==> src/hw/mdc_defs.svh <==
// Timing counts and axis count for the motor drive control logic
`ifndef MDC_DEFS_SVH
`define MDC_DEFS_SVH

`define MDC_CLK_PERIOD_NS 10
`define MDC_ANALOG_BLANK_NS 300
`define MDC_ANALOG_BLANK_CYC ((`MDC_ANALOG_BLANK_NS + `MDC_CLK_PERIOD_NS - 1) / `MDC_CLK_PERIOD_NS)
`define MDC_DIG_BLANK_OSC_ON 3
`define MDC_DIG_BLANK_OSC_OFF 0
`define MDC_MODE_CAPTURE_CNT 2
`define MDC_NUM_AXES 4

`endif

==> src/hw/mdc_pkg.sv <==
// Types shared by the motor drive control logic
package mdc_pkg;

  typedef enum logic [2:0] {
    MDC_MODE_STANDBY = 3'b000,
    MDC_MODE_TEST = 3'b001,
    MDC_MODE_DC_S2_STEP_S = 3'b010,
    MDC_MODE_DC_L_STEP_S = 3'b011,
    MDC_MODE_DC_S4 = 3'b100,
    MDC_MODE_STEP_L = 3'b101,
    MDC_MODE_DC_L2 = 3'b110,
    MDC_MODE_STEP_S2 = 3'b111
  } mdc_mode_t;

  typedef enum logic [1:0] {
    MDC_KIND_OFF = 2'b00,
    MDC_KIND_STEP = 2'b01,
    MDC_KIND_DC_L = 2'b10,
    MDC_KIND_DC_S = 2'b11
  } mdc_kind_t;

  // One half-bridge pair: levels and enables; enable low is high impedance
  typedef struct packed {
    logic pos;
    logic neg;
    logic pos_oe;
    logic neg_oe;
  } mdc_bridge_t;

  // Per-axis control pins from the motor controller
  typedef struct packed {
    logic drive_input_one;
    logic drive_input_two;
    logic pwm_brake;
  } mdc_axis_ctl_t;

endpackage

==> src/hw/mdc_top.sv <==
// Mode decode, bridge mapping, blanking and protection for a motor driver with four half-bridge pairs
`timescale 1ns/1ps
`include "mdc_defs.svh"

module mdc_top #(
  parameter int NUM_AXES = `MDC_NUM_AXES,
  parameter int ANALOG_BLANK_CYC = `MDC_ANALOG_BLANK_CYC,
  parameter int DIG_BLANK_OSC = `MDC_DIG_BLANK_OSC_ON
) (
  input wire logic clk_in,
  input wire logic rst_b_in,
  input wire logic [2:0] mode_sel_in,
  input wire mdc_pkg::mdc_axis_ctl_t [3:0] axis_ctl_in,
  input wire logic [1:0] digital_blank_select_in,
  input wire logic [3:0] current_comp_in,
  input wire logic chopper_osc_pin_in,
  input wire logic thermal_trip_in,
  input wire logic overcurrent_trip_in,
  input wire logic logic_supply_ok_flag_in,
  input wire logic motor_supply_ok_flag_in,
  output mdc_pkg::mdc_bridge_t [3:0] bridge_out,
  output logic [3:0] current_limit_out,
  output logic [3:0] blank_active_out,
  output logic standby_out,
  output logic fault_latched_out,
  output mdc_pkg::mdc_mode_t drive_mode_out
);

  localparam int SYNC_W = 26;
  localparam mdc_pkg::mdc_bridge_t BRIDGE_FLOAT = '{pos: 1'b0, neg: 1'b0, pos_oe: 1'b0,
                                                     neg_oe: 1'b0};

  // Axis role in each drive mode
  function automatic mdc_pkg::mdc_kind_t kind_of(input mdc_pkg::mdc_mode_t mode,
                                                 input logic [1:0] idx);
    mdc_pkg::mdc_kind_t k;
    k = mdc_pkg::MDC_KIND_OFF;
    case (mode)
      mdc_pkg::MDC_MODE_STEP_S2: k = mdc_pkg::MDC_KIND_STEP;
      mdc_pkg::MDC_MODE_STEP_L: k = mdc_pkg::MDC_KIND_STEP;
      mdc_pkg::MDC_MODE_DC_L2: k = mdc_pkg::MDC_KIND_DC_L;
      mdc_pkg::MDC_MODE_DC_S4: k = mdc_pkg::MDC_KIND_DC_S;
      mdc_pkg::MDC_MODE_DC_L_STEP_S: begin
        k = idx[1] ? mdc_pkg::MDC_KIND_STEP : mdc_pkg::MDC_KIND_DC_L;
      end
      mdc_pkg::MDC_MODE_DC_S2_STEP_S: begin
        k = idx[1] ? mdc_pkg::MDC_KIND_STEP : mdc_pkg::MDC_KIND_DC_S;
      end
      default: k = mdc_pkg::MDC_KIND_OFF;
    endcase
    return k;
  endfunction

  // Which control set feeds an axis; combination pairs share the lower one
  function automatic logic [1:0] src_of(input mdc_pkg::mdc_mode_t mode, input logic [1:0] idx);
    logic [1:0] s;
    s = idx;
    case (mode)
      mdc_pkg::MDC_MODE_DC_L2: s = {idx[1], 1'b0};
      mdc_pkg::MDC_MODE_STEP_L: s = {idx[1], 1'b0};
      mdc_pkg::MDC_MODE_DC_L_STEP_S: s = idx[1] ? idx : 2'h0;
      default: s = idx;
    endcase
    return s;
  endfunction

  // Bridge state from one control set for a given axis role
  function automatic mdc_pkg::mdc_bridge_t drive_of(input mdc_pkg::mdc_kind_t kind,
                                                    input mdc_pkg::mdc_axis_ctl_t ctl);
    mdc_pkg::mdc_bridge_t b;
    logic brake_n;
    b = BRIDGE_FLOAT;
    brake_n = 1'b1;
    case (kind)
      mdc_pkg::MDC_KIND_STEP: begin
        // Direction and on/off only; PWM brake input has no effect here
        if (ctl.drive_input_two) begin
          b = '{pos: ctl.drive_input_one, neg: ~ctl.drive_input_one, pos_oe: 1'b1,
                neg_oe: 1'b1};
        end
      end
      mdc_pkg::MDC_KIND_DC_L, mdc_pkg::MDC_KIND_DC_S: begin
        brake_n = (kind == mdc_pkg::MDC_KIND_DC_L) ? ctl.pwm_brake : 1'b1;
        if (ctl.drive_input_one && ctl.drive_input_two) begin
          b = '{pos: 1'b0, neg: 1'b0, pos_oe: 1'b1, neg_oe: 1'b1};
        end else if (!ctl.drive_input_one && ctl.drive_input_two) begin
          b = '{pos: 1'b0, neg: brake_n, pos_oe: 1'b1, neg_oe: 1'b1};
        end else if (ctl.drive_input_one && !ctl.drive_input_two) begin
          b = '{pos: brake_n, neg: 1'b0, pos_oe: 1'b1, neg_oe: 1'b1};
        end else begin
          b = BRIDGE_FLOAT;
        end
      end
      default: b = BRIDGE_FLOAT;
    endcase
    return b;
  endfunction

  // Two-stage synchroniser for every pin input except clk_in and rst_b_in
  logic [SYNC_W-1:0] pin_raw;
  logic [SYNC_W-1:0] sync1_q;
  logic [SYNC_W-1:0] sync2_q;

  assign pin_raw = {mode_sel_in, axis_ctl_in, digital_blank_select_in, current_comp_in,
                    chopper_osc_pin_in, thermal_trip_in, overcurrent_trip_in,
                    logic_supply_ok_flag_in, motor_supply_ok_flag_in};

  always_ff @(posedge clk_in) begin
    if (!rst_b_in) begin
      sync1_q <= '0;
      sync2_q <= '0;
    end else begin
      sync1_q <= pin_raw;
      sync2_q <= sync1_q;
    end
  end

  logic [2:0] mode_s;
  mdc_pkg::mdc_axis_ctl_t [3:0] ctl_s;
  logic [1:0] dblank_s;
  logic [3:0] comp_s;
  logic osc_s;
  logic therm_s;
  logic oc_s;
  logic vcc_ok_s;
  logic vm_ok_s;

  assign {mode_s, ctl_s, dblank_s, comp_s, osc_s, therm_s, oc_s, vcc_ok_s, vm_ok_s} = sync2_q;

  // Mode pins are taken once, after the synchroniser has filled
  logic [1:0] start_cnt_q;
  mdc_pkg::mdc_mode_t mode_q;
  logic mode_valid_q;

  always_ff @(posedge clk_in) begin
    if (!rst_b_in) begin
      start_cnt_q <= 2'h0;
      mode_q <= mdc_pkg::MDC_MODE_STANDBY;
      mode_valid_q <= 1'b0;
    end else if (!mode_valid_q) begin
      start_cnt_q <= start_cnt_q + 2'h1;
      if (start_cnt_q == 2'(`MDC_MODE_CAPTURE_CNT)) begin
        mode_q <= mdc_pkg::mdc_mode_t'(mode_s);
        mode_valid_q <= 1'b1;
      end
    end
  end

  // Oscillator edge for digital blanking
  logic osc_prev_q;
  logic osc_rise;

  always_ff @(posedge clk_in) begin
    if (!rst_b_in) begin
      osc_prev_q <= 1'b0;
    end else begin
      osc_prev_q <= osc_s;
    end
  end

  assign osc_rise = osc_s & ~osc_prev_q;

  // Axis roles and mode-wide status
  mdc_pkg::mdc_kind_t [3:0] kind;
  logic has_dc;
  logic mode_off;

  always_comb begin
    has_dc = 1'b0;
    for (int i = 0; i < NUM_AXES; i++) begin
      kind[i] = mode_valid_q ? kind_of(mode_q, 2'(i)) : mdc_pkg::MDC_KIND_OFF;
      if (kind[i] == mdc_pkg::MDC_KIND_DC_L || kind[i] == mdc_pkg::MDC_KIND_DC_S) begin
        has_dc = 1'b1;
      end
    end
  end

  assign mode_off = !mode_valid_q || mode_q == mdc_pkg::MDC_MODE_STANDBY ||
                    mode_q == mdc_pkg::MDC_MODE_TEST;

  // Blanking state per axis
  logic [5:0] ana_cnt_q [4];
  logic [1:0] dig_cnt_q [4];
  logic [3:0] blank;

  always_comb begin
    for (int i = 0; i < NUM_AXES; i++) begin
      blank[i] = (ana_cnt_q[i] != 6'h00) || (dig_cnt_q[i] != 2'h0);
    end
  end

  // Protection: undervoltage is a level, a trip latches until power-on reset
  logic fault_q;
  logic oc_seen;
  logic standby;

  // Over-current during the spike after switching is expected; in modes with a DC axis it is masked outside blanking
  assign oc_seen = oc_s & (has_dc ? (|blank) : 1'b1);

  always_ff @(posedge clk_in) begin
    if (!rst_b_in) begin
      fault_q <= 1'b0;
    end else if (therm_s || oc_seen) begin
      fault_q <= 1'b1;
    end
  end

  assign standby = !vcc_ok_s || !vm_ok_s || fault_q || mode_off;

  // Next bridge states
  mdc_pkg::mdc_bridge_t [3:0] bridge_d;
  mdc_pkg::mdc_bridge_t [3:0] bridge_q;

  always_comb begin
    for (int i = 0; i < NUM_AXES; i++) begin
      if (standby) begin
        bridge_d[i] = BRIDGE_FLOAT;
      end else begin
        bridge_d[i] = drive_of(kind[i], ctl_s[src_of(mode_q, 2'(i))]);
      end
    end
  end

  always_ff @(posedge clk_in) begin
    if (!rst_b_in) begin
      bridge_q <= '{default: BRIDGE_FLOAT};
    end else begin
      bridge_q <= bridge_d;
    end
  end

  // A new driving state restarts blanking for that axis
  always_ff @(posedge clk_in) begin
    if (!rst_b_in) begin
      for (int i = 0; i < NUM_AXES; i++) begin
        ana_cnt_q[i] <= 6'h00;
        dig_cnt_q[i] <= 2'h0;
      end
    end else begin
      for (int i = 0; i < NUM_AXES; i++) begin
        if (bridge_d[i] != bridge_q[i] && bridge_d[i].pos_oe) begin
          ana_cnt_q[i] <= 6'(ANALOG_BLANK_CYC);
          if (kind[i] != mdc_pkg::MDC_KIND_STEP && dblank_s[i/2]) begin
            dig_cnt_q[i] <= 2'(DIG_BLANK_OSC);
          end else begin
            dig_cnt_q[i] <= 2'(`MDC_DIG_BLANK_OSC_OFF);
          end
        end else if (ana_cnt_q[i] != 6'h00) begin
          ana_cnt_q[i] <= ana_cnt_q[i] - 6'h01;
        end else if (dig_cnt_q[i] != 2'h0 && osc_rise) begin
          // Digital part follows the analog part, counted in oscillator periods
          dig_cnt_q[i] <= dig_cnt_q[i] - 2'h1;
        end
      end
    end
  end

  // Current limit request, comparator ignored during blanking
  logic [3:0] limit_q;
  logic [3:0] blank_q;

  always_ff @(posedge clk_in) begin
    if (!rst_b_in) begin
      limit_q <= 4'h0;
      blank_q <= 4'h0;
    end else begin
      for (int i = 0; i < NUM_AXES; i++) begin
        limit_q[i] <= comp_s[i] & ~blank[i] & bridge_q[i].pos_oe;
        blank_q[i] <= blank[i];
      end
    end
  end

  // Status outputs
  logic standby_q;

  always_ff @(posedge clk_in) begin
    if (!rst_b_in) begin
      standby_q <= 1'b1;
    end else begin
      standby_q <= standby;
    end
  end

  assign bridge_out = bridge_q;
  assign current_limit_out = limit_q;
  assign blank_active_out = blank_q;
  assign standby_out = standby_q;
  assign fault_latched_out = fault_q;
  assign drive_mode_out = mode_q;

endmodule

==> config.mk <==
export PLATFORM = sky130hd
export DESIGN_NAME = mdc_top
export DESIGN_NICKNAME = d
export VERILOG_FILES = /design/src/hw/mdc_pkg.sv /design/src/hw/mdc_top.sv
export VERILOG_INCLUDE_DIRS = /design/src /design/src/hw
export SDC_FILE = /design/constraint.sdc
export NUM_CORES = 1
export LEC_CHECK = 0
export BUFFER_PORTS_ARGS = -buffer_cell sky130_fd_sc_hd__buf_2
export CORE_MARGIN = 2
export CORE_UTILIZATION = 52
export DETAILED_ROUTE_END_ITERATION = 8
export PLACE_DENSITY = 0.75
export SLEW_MARGIN = 0
export SYNTH_ARGS = -nofsm -noshare
export SYNTH_HDL_FRONTEND = slang
export SYNTH_SLANG_ARGS = --single-unit
==> constraint.sdc <==
create_clock -name clk_in -period 2.9 [get_ports clk_in]
set_clock_uncertainty 0.2 [all_clocks]
set_input_delay 0.58 -clock clk_in [delete_from_list [all_inputs] [get_ports clk_in]]
set_output_delay 0.58 -clock clk_in [all_outputs]
set_load 0.01 [all_outputs]
== Yosys cells after proc, flatten, opt, wreduce, memory -nomap -nowiden ==
Memory sizes are Yosys's and may differ from the RTL's.
Cells that the tools add are included.
Word-level totals
  flip-flop bits (word level): 85
  RAM bits: 32
  input bits: 28
  logic and storage cells: 313
  memories: 2
Memories
  ana_cnt_q: depth 4, bits a word 6, read ports 4, clocked after memory_dff 0, write ports 4, line mdc_top.sv:182  | logic [5:0] ana_cnt_q [4];
  dig_cnt_q: depth 4, bits a word 2, read ports 4, clocked after memory_dff 0, write ports 4, line mdc_top.sv:183  | logic [1:0] dig_cnt_q [4];
Operators by class
  add/subtract/negate cells: 9
  $lt $le $gt $ge: 4
  equal/unequal tests: 20
  multiplexer cells: 148
  bitwise operators: 40
  reductions and logical operators: 64
Operators by type and width (count)
  $mux W1: 88
  $mux W4: 20
  $mux W6: 8
  $mux W2: 18
  $pmux W4 S2: 4
  $bmux W3 S2: 4
  $reduce_bool A6 Y1: 4
  $sub A6 B1 Y6 const B: 4
  $logic_and A1 B1 Y1: 22
  $or A1 B1 Y1: 20
  $ne A4 B4 Y1: 4
  $eq A3 B3 Y1 const B: 4
  $logic_or A1 B1 Y1: 12
  $lt A2 B3 Y1 const B: 4
  $mux W3: 4
  $pmux W2 S3: 2
  $reduce_or A2 Y1: 6
  $logic_not A1 Y1: 11
  $and A1 B1 Y1: 10
  $eq A2 B2 Y1 const B: 5
  $not A1 Y1: 10
  $reduce_bool A2 Y1: 4
  $reduce_or A4 Y1: 2
  $sub A2 B1 Y2 const B: 4
  8 further kinds: 11

== Longest topological paths before layout ==
Gate-level depths: netlist (run 1).
  depth in word-level cells: 22
  depth in mapped cells: 10

== Worst setup path before layout (run 1) ==
Ideal clock, no wire load.
  path type: reg-to-reg
  from: register mode_q[1] (netlist: drive_mode_out[1])
  to: memory ana_cnt_q[0][0], enable pin
  setup time: 0.311 ns
  arrival time: 2.331 ns
  data required time: 2.389 ns
  setup slack: 0.058 ns
  cell stages (with the launch flop): 10
  buffers on the path: 3
  period minus slack after synthesis: 2.842 ns
  cells stage by stage: dfxtp_1 -> buf_2 -> buf_6 -> o21ai_2 -> or2_2 -> clkbuf_1 -> nor4_1 -> xor2_1 -> o31ai_2 -> nand3_1
RTL lines
  start, declared: line mdc_top.sv:132  | mdc_pkg::mdc_mode_t mode_q;
  start signal, assigned: line mdc_top.sv:138  | mode_q <= mdc_pkg::MDC_MODE_STANDBY;
  start signal, assigned: line mdc_top.sv:143  | mode_q <= mdc_pkg::mdc_mode_t'(mode_s);
  end, declared: line mdc_top.sv:182

==> impl_results.md, run 1 <==
- Initial antenna violation count: 0
- Antenna Cells: 0
- M3 GR Usage: 0.0348
- Worst R2R Start: drive_mode_out[0]
- Initial Util: 0.528
- Worst reg-to-reg setup slack: 200 ps
- Max cap viols: 0
- H-tree levels: 3
- Leakage: ~2.3 nW
- Rows: 35
- Number of global-route vias before repair: about 3300
- Primary FF master, synth: dfxtp_1
- CTS Buf Count: 9
- Total global-route track usage: 0.197
- Clk slew on worst S/H paths: 100 ps
- Crit end category: flip-flop
- Hold Path End: sync1_q[22]
- Placed Area: 5280 sq um
- Routed length per placed instance: 13.9 um
- Status: completed
- CTS sink count: between 100 and 150
- Final period utilization: 0.932
- Unrepaired setup endpoints after global routing: no
- First-pass GRT wire length: between 15 and 20 mm
- Hold buffers post-CTS: 0
- Setup TNS: 0 ps
- Pre-CTS WS: 18.1 ps
- CP Data Required Time: 2750 ps
- Area contributors post-synth: dfxtp_1, edfxtp_1, and2_1, nor2_1, a21oi_1
- FF+latch area: 2550 sq um
- Via-to-Cell Ratio: ~5.3
- Worst Max-Slew Pin Slew: 444 ps
- Power per cell area: 704 nW/um^2
- Gp weighted congestion: 0.902
- Area of the multi-input gates: 2070 sq um
- Syn_nets: 525
- Pin count of the biggest net entering global routing: 54
- Core area: approximately 9100 sq um
- Critical path class: flip-flop to flip-flop
- Most Crowded Layer GR: met2
- Worst vdd ir: roughly 0.33 mV
- Post-synth top cells: dfxtp_1, and2_1, nor2_1
- Total congestion overflow: 0
- Ys async rst share: 0
- Clk buf depth: 2
- Hold Crit Class: input port to flip-flop
- Pre-antenna DRT Iters: 4
- Post-synth EDFFs: 32
- Layout cells sized above 1: 0.202
- Number of I/O port buffers: 55
- Sequential cell area fraction in the yosys report: 0.529
- Largest fanout on the critical path: 17
- Area leader, netlist: dfxtp_1
- Final setup viols: 0
- Fill cells: 804
- Die W: 100 um
- GRT met1 Usage: 0.266
- Synthesized area: 4810 sq um
- Area Growth Syn to Fin: 14.2%
- R2r endpoint: ana_cnt_q[1][5]
- CP startpoint kind: flip-flop
- Postcts setup bufs: 0
- Initial DRC Count: approximately 180
- Netlist cell types: 59
- Die Height: between 100 and 150 um
- DPL Wire Length: 6.69 mm
- Synth top area share: 0.329
- Detailed-route via count: roughly 3600
- Depth of the most critical reg-to-reg path: 7
- Setup ws final: 196 ps
- Rel. slew slack: 0.702
- Final ANT Viol Nets: 0
- Routed wire length: 9.34 mm
- Min Clock Period, post-route: about 2700 ps
- Count of final hold-check violations: 0
- Die area: 10000 sq um
- Mean cell area of the mapped netlist: 9.85 sq um
- HP Start: axis_ctl_in[11]
- Hold Path Depth: 2
- Fmax: 370 MHz
- Final Cell Area: approximately 5500 sq um
- Worst hold slack: 212 ps
- Post-route DRC: 0
- CTS tree: yes
- Critical path data arrival time: 2550 ps
- Most frequent cell after synthesis: dfxtp_1
- Layout Nets: 592
- M2 GR Usage: 0.322
- Clk Latency, worst-skew pair: 370 ps
- Synth Instances: just under 500
- I/O pin count: 57
- Yosys reg bits: 111
- Root buf cell: clkbuf_8
- Synth Warn #: 0
- Slew Limit Fails: 0
==> power breakdown <==
| part | switching [mW] | internal (mW) | total (mW) |
|---|---|---|---|
| clock network | 0.481 | 0.381 | 0.862 |
| logic | 0.548 | 0.441 | 0.989 |
| registers | 0.149 | 1.87 | 2.02 |
| total | 1.18 | 2.69 | 3.87 |
==> sequential cells by signal, summed over array words and instances, names as in the netlist <==
| signal | flops |
|---|---|
| current_limit_out | 4 |
| blank_active_out | 4 |
| sync1_q | 25 |
| standby_out | 1 |
| dig_cnt_q | 8 |
| sync2_q | 25 |
| start_cnt_q | 2 |
| osc_prev_q | 1 |
| drive_mode_out | 3 |
| mode_valid_q | 1 |
| ana_cnt_q | 24 |
| bridge_out | 12 |
| fault_latched_out | 1 |
==> metrics by stage <==
step	util	power, mW	std cells
2_1_floorplan	-	2.73	488
3_3_place_gp	0.579	2.95	655
3_5_place_dp	0.579	3.01	655
4_1_cts	0.600	3.87	671
5_1_grt	0.603	4.11	671
6_report	0.603	3.87	671
==> cell type report <==
| cell class | instances | area share |
|---|---|---|
| clock buffer | 13 | 0.0308 |
| timing repair buffer | 80 | 0.0843 |
| sequential | 111 | 0.464 |
| multi-input combinational | 329 | 0.376 |
| clock inverter | 3 | 0.00319 |
| tap | 111 | 0.0253 |
| inverter | 24 | 0.0164 |
==> critical path: stages (launching register included) <==
cell and delay [ps]:
dfxtp_2 420, maj3_1 400, o22ai_1 260, o21ai_0 200
a211oi_2 280, xnor2_1 140, a31o_1 220, nand3_1 280
==> cell usage in the layout, fill, tap and decap left out, types with 9 or more instances in the layout <==
cell type / count
dfxtp_1: 76
nor2_1: 40
clkbuf_8: 12
nor3_1: 15
buf_2: 55
xor2_1: 14
ha_1: 9
and2_1: 54
o21ai_0: 17
a21oi_1: 26
edfxtp_1: 32
buf_4: 25
inv_1: 23
nand2_1: 30
nand3_1: 18
nand2b_1: 11
==> kinds of logic (layout without fill, tap and decap cells) <==
logic type / count (synthesis) / after routing / synth area share
fa+ha+maj: 10 / 10 / 0.0255
buf+inv: 48 / 120 / 0.0458
compound gates: 76 / 76 / 0.101
mux: 7 / 7 / 0.0148
flops: 111 / 111 / 0.529
xor+xnor: 21 / 21 / 0.0383
simple gates: 215 / 215 / 0.245
==> worst max-delay path by stage <==
stage                            from               to  depth (start not counted)
finish              drive_mode_out[0]  ana_cnt_q[1][5]                          7
global route        drive_mode_out[0]  ana_cnt_q[1][5]                          7
CTS                 drive_mode_out[0]  ana_cnt_q[3][4]                          7
detailed placement  drive_mode_out[0]  ana_cnt_q[3][2]                          7
global placement    drive_mode_out[0]  ana_cnt_q[1][4]                          7
floorplan           drive_mode_out[1]  ana_cnt_q[0][0]                          9
==> what timing repair did <==
item | 4_1_cts | 5_1_grt
hold endpoints to repair | 0 | 0
resized for setup | 0 | 7
setup endpoints to repair | 0 | 36
==> routing by layer <==
metal	routed length, um	share of wire
met5	0	0
met4	120	0.013
met3	398	0.043
met2	4380	0.47
met1	4440	0.48
Power figures use the tool's default switching activity.
==> run 2: changes to the inputs <==
--- a/config.mk
+++ b/config.mk
@@ -8,9 +8,9 @@
 export LEC_CHECK = 0
 export BUFFER_PORTS_ARGS = -buffer_cell sky130_fd_sc_hd__buf_2
 export CORE_MARGIN = 2
-export CORE_UTILIZATION = 52
+export CORE_UTILIZATION = 58
 export DETAILED_ROUTE_END_ITERATION = 8
-export PLACE_DENSITY = 0.75
+export PLACE_DENSITY = 0.79
 export SLEW_MARGIN = 0
 export SYNTH_ARGS = -nofsm -noshare
 export SYNTH_HDL_FRONTEND = slang
==> constraint.sdc (replaced) <==
create_clock -name clk_in -period 3 [get_ports clk_in]
set_clock_uncertainty 0.2 [all_clocks]
set_input_delay 0.3 -clock clk_in [delete_from_list [all_inputs] [get_ports clk_in]]
set_output_delay 0.3 -clock clk_in [all_outputs]
set_load 0.01 [all_outputs]
==> impl_results.md, run 2 (synthesis gave the netlist of run 1 again) <==
- Min Clock Period, post-route: 2760 ps (was 2700 ps)
- Antenna Cells: 0 (unchanged)
- Final Cell Area: 5730 sq um (was 5490 sq um)
- Setup TNS: 0 ps (unchanged)
- Routed wire length: 9.30 mm (was 9.34 mm)
- Crit end category: flip-flop (unchanged)
- CP startpoint kind: flip-flop (unchanged)
- Total congestion overflow: 0 (unchanged)
- Critical path data arrival time: 2600 ps (was 2550 ps)
- Largest fanout on the critical path: 16 (was 17)
- Buf+Inv Stages, Crit Path: 1 (was 0)
- Slew Limit Fails: 0 (unchanged)
- Die W: 95.0 um (was 100 um)
- Largest regs: sync1_q x25, sync2_q x25, ana_cnt_q x24 (unchanged)
- Setup ws final: 242 ps (was 196 ps)
- I/O pin count: 57 (unchanged)
- Worst R2R Start: drive_mode_out[1] (was drive_mode_out[0])
- Worst vdd ir: 0.378 mV (was 0.327 mV)
- Clk buf depth: 2 (unchanged)
- Core area: 8130 sq um (was 9110 sq um)
- Die Height: 95.0 um (was 100 um)
- Gp weighted congestion: 0.901 (was 0.902)
- Fmax: 363 MHz (was 370 MHz)
- Placed Area: 5230 sq um (was 5280 sq um)
- Initial antenna violation count: 0 (unchanged)
- Pre-antenna DRT Iters: 5 (was 4)
- Detailed-route via count: 3621 (was 3567)
- Rows: 33 (was 35)
- Final ANT Viol Nets: 0 (unchanged)
- Critical path class: flip-flop to flip-flop (unchanged)
- Post-route DRC: 0 (unchanged)
- Pre-CTS WS: -15.6 ps (was 18.1 ps)
- Postcts setup bufs: 0 (unchanged)
- Initial DRC Count: 207 (was 175)
- Die area: 9030 sq um (was 10000 sq um)
- Status: completed (unchanged)
- Initial Util: 0.591 (was 0.528)
- Via-to-Cell Ratio: 5.29 (was 5.32)
- Count of final hold-check violations: 0 (unchanged)
- Core Util, Final: 0.704 (was 0.603)
- Max cap viols: 0 (unchanged)
- First-pass GRT wire length: 15.6 mm (was 15.7 mm)
- Number of global-route vias before repair: 3509 (was 3337)
- CTS Buf Count: 9 (unchanged)
- Critical path launch point: drive_mode_out[1] (was drive_mode_out[0])
- Area of the multi-input gates: 2050 sq um (was 2070 sq um)
- Unrepaired setup endpoints after global routing: no (unchanged)
- CTS sink count: 111 (unchanged)
- Final period utilization: 0.919 (was 0.932)
- Clk slew on worst S/H paths: 90 ps (was 100 ps)
- Total global-route track usage: 0.225 (was 0.197)
- Area Growth Syn to Fin: 19.1% (was 14.2%)
- Slowest cell on crit path: dfxtp_2 (unchanged)
- CP peak stage delay: 500 ps (was 420 ps)
- Layout cells sized above 1: 0.181 (was 0.202)
- Final setup viols: 0 (unchanged)
- Final Power: 3.88 mW (was 3.87 mW)
- Clk Latency, worst-skew pair: 360 ps (was 370 ps)
- Routed length per placed instance: 13.6 um (was 13.9 um)
- HP Start: rst_b_in (was axis_ctl_in[11])
- Number of I/O port buffers: 55 (unchanged)
- FF+latch area: 2550 sq um (about the same)
- Hold Crit Class: input port to flip-flop (unchanged)
- H-tree levels: 3 (unchanged)
- Worst Max-Slew Pin Slew: 500 ps (was 444 ps)
- Worst path cell trace: buf_4 -> xnor2_1 -> o21ai_1 -> and3_1 -> or4_1 -> o21a_1 -> and2_1 -> nand3_1 (was maj3_1 -> o22ai_1 -> o21ai_0 -> a211oi_2 -> xnor2_1 -> a31o_1 -> nand3_1)
- Pin count of the biggest net entering global routing: 66 (was 54)
- Critical path's top delay family: simple AND/OR/NAND/NOR gates (was compound AO/OA/AOI/OAI gates)
- Fill cells: 617 (was 804)
- Commonest non-fill, non-tap cell in the layout: dfxtp_1 (unchanged)
- Root buf cell: clkbuf_8 (unchanged)
- Leakage: 2.35 nW (was 2.26 nW)
- DPL Wire Length: 6.54 mm (was 6.69 mm)
- CP Data Required Time: 2840 ps (was 2750 ps)
- Power per cell area: 677 nW/um^2 (was 704 nW/um^2)
- Most frequent cells in the layout: dfxtp_1, buf_2, and2_1, nor2_1, edfxtp_1 (unchanged)
- Rel. slew slack: 0.667 (was 0.702)
- CTS tree: yes (unchanged)
- Layout Nets: 611 (was 592)
-- run 2: cell count changes in the layout (fill, tap and decap cells not counted), moves of 2 or more --
cell           delta
buf_4             -6
clkbuf_16         +2
clkbuf_8          -2
clkinv_2          -2
dfxtp_2           -2
dfxtp_4           +2
dlygate4sd3_1    +25
-- run 2: per-stage QoR --
step,cells,hold slack (ps)
2_1_floorplan,488,212
3_3_place_gp,643,215
3_5_place_dp,643,218
4_1_cts,684,79.9
5_1_grt,684,88.5
6_report,684,108
-- run 2: path summary, 6_finish.rpt --
path | endpoint | slack [ps] | depth (start not counted)
hold reg to reg | sync2_q[10] | 240 | 1
setup / recovery | ana_cnt_q[3][5] | 240 | 8
setup reg to reg | ana_cnt_q[3][5] | 240 | 8
hold / removal | current_limit_out[3] | 110 | 3
-- run 2: cell type report --
| class | count | share of cell area |
|---|---|---|
| inverter | 24 | 0.0157 |
| sequential | 111 | 0.446 |
| clock inverter | 3 | 0.00765 |
| clock buffer | 13 | 0.0334 |
| tap | 105 | 0.0229 |
| timing repair buffer | 99 | 0.117 |
| multi-input combinational | 329 | 0.358 |
-- run 2: repair_timing --
item / in CTS / in global routing
endpoints found under the hold margin: 25 / 0
gates resized for setup: 2 / 5
hold buffers: 25 / 0
setup endpoints to repair: 6 / 38
-- run 2: worst register-to-register path, stage by stage, from the launching register on --
cell	delay, ps
dfxtp_2	500
buf_4	190
xnor2_1	130
o21ai_1	120
and3_1	230
or4_1	480
o21a_1	140
and2_1	220
nand3_1	260
-- run 2: report_power, final --
part / internal, mW / switching, mW / total [mW]
sequential: 1.80 / 0.140 / 1.94
clock: 0.512 / 0.475 / 0.987
combinational: 0.428 / 0.520 / 0.948
-- run 2: layer usage --
layer,GRT usage,vias to the layer above,wire [um]
met2,0.387,97,4600
met1,0.279,1649,4130
li1,-,1857,-
met5,0,-,0
met3,0.0387,18,376
met4,0.0954,0,193
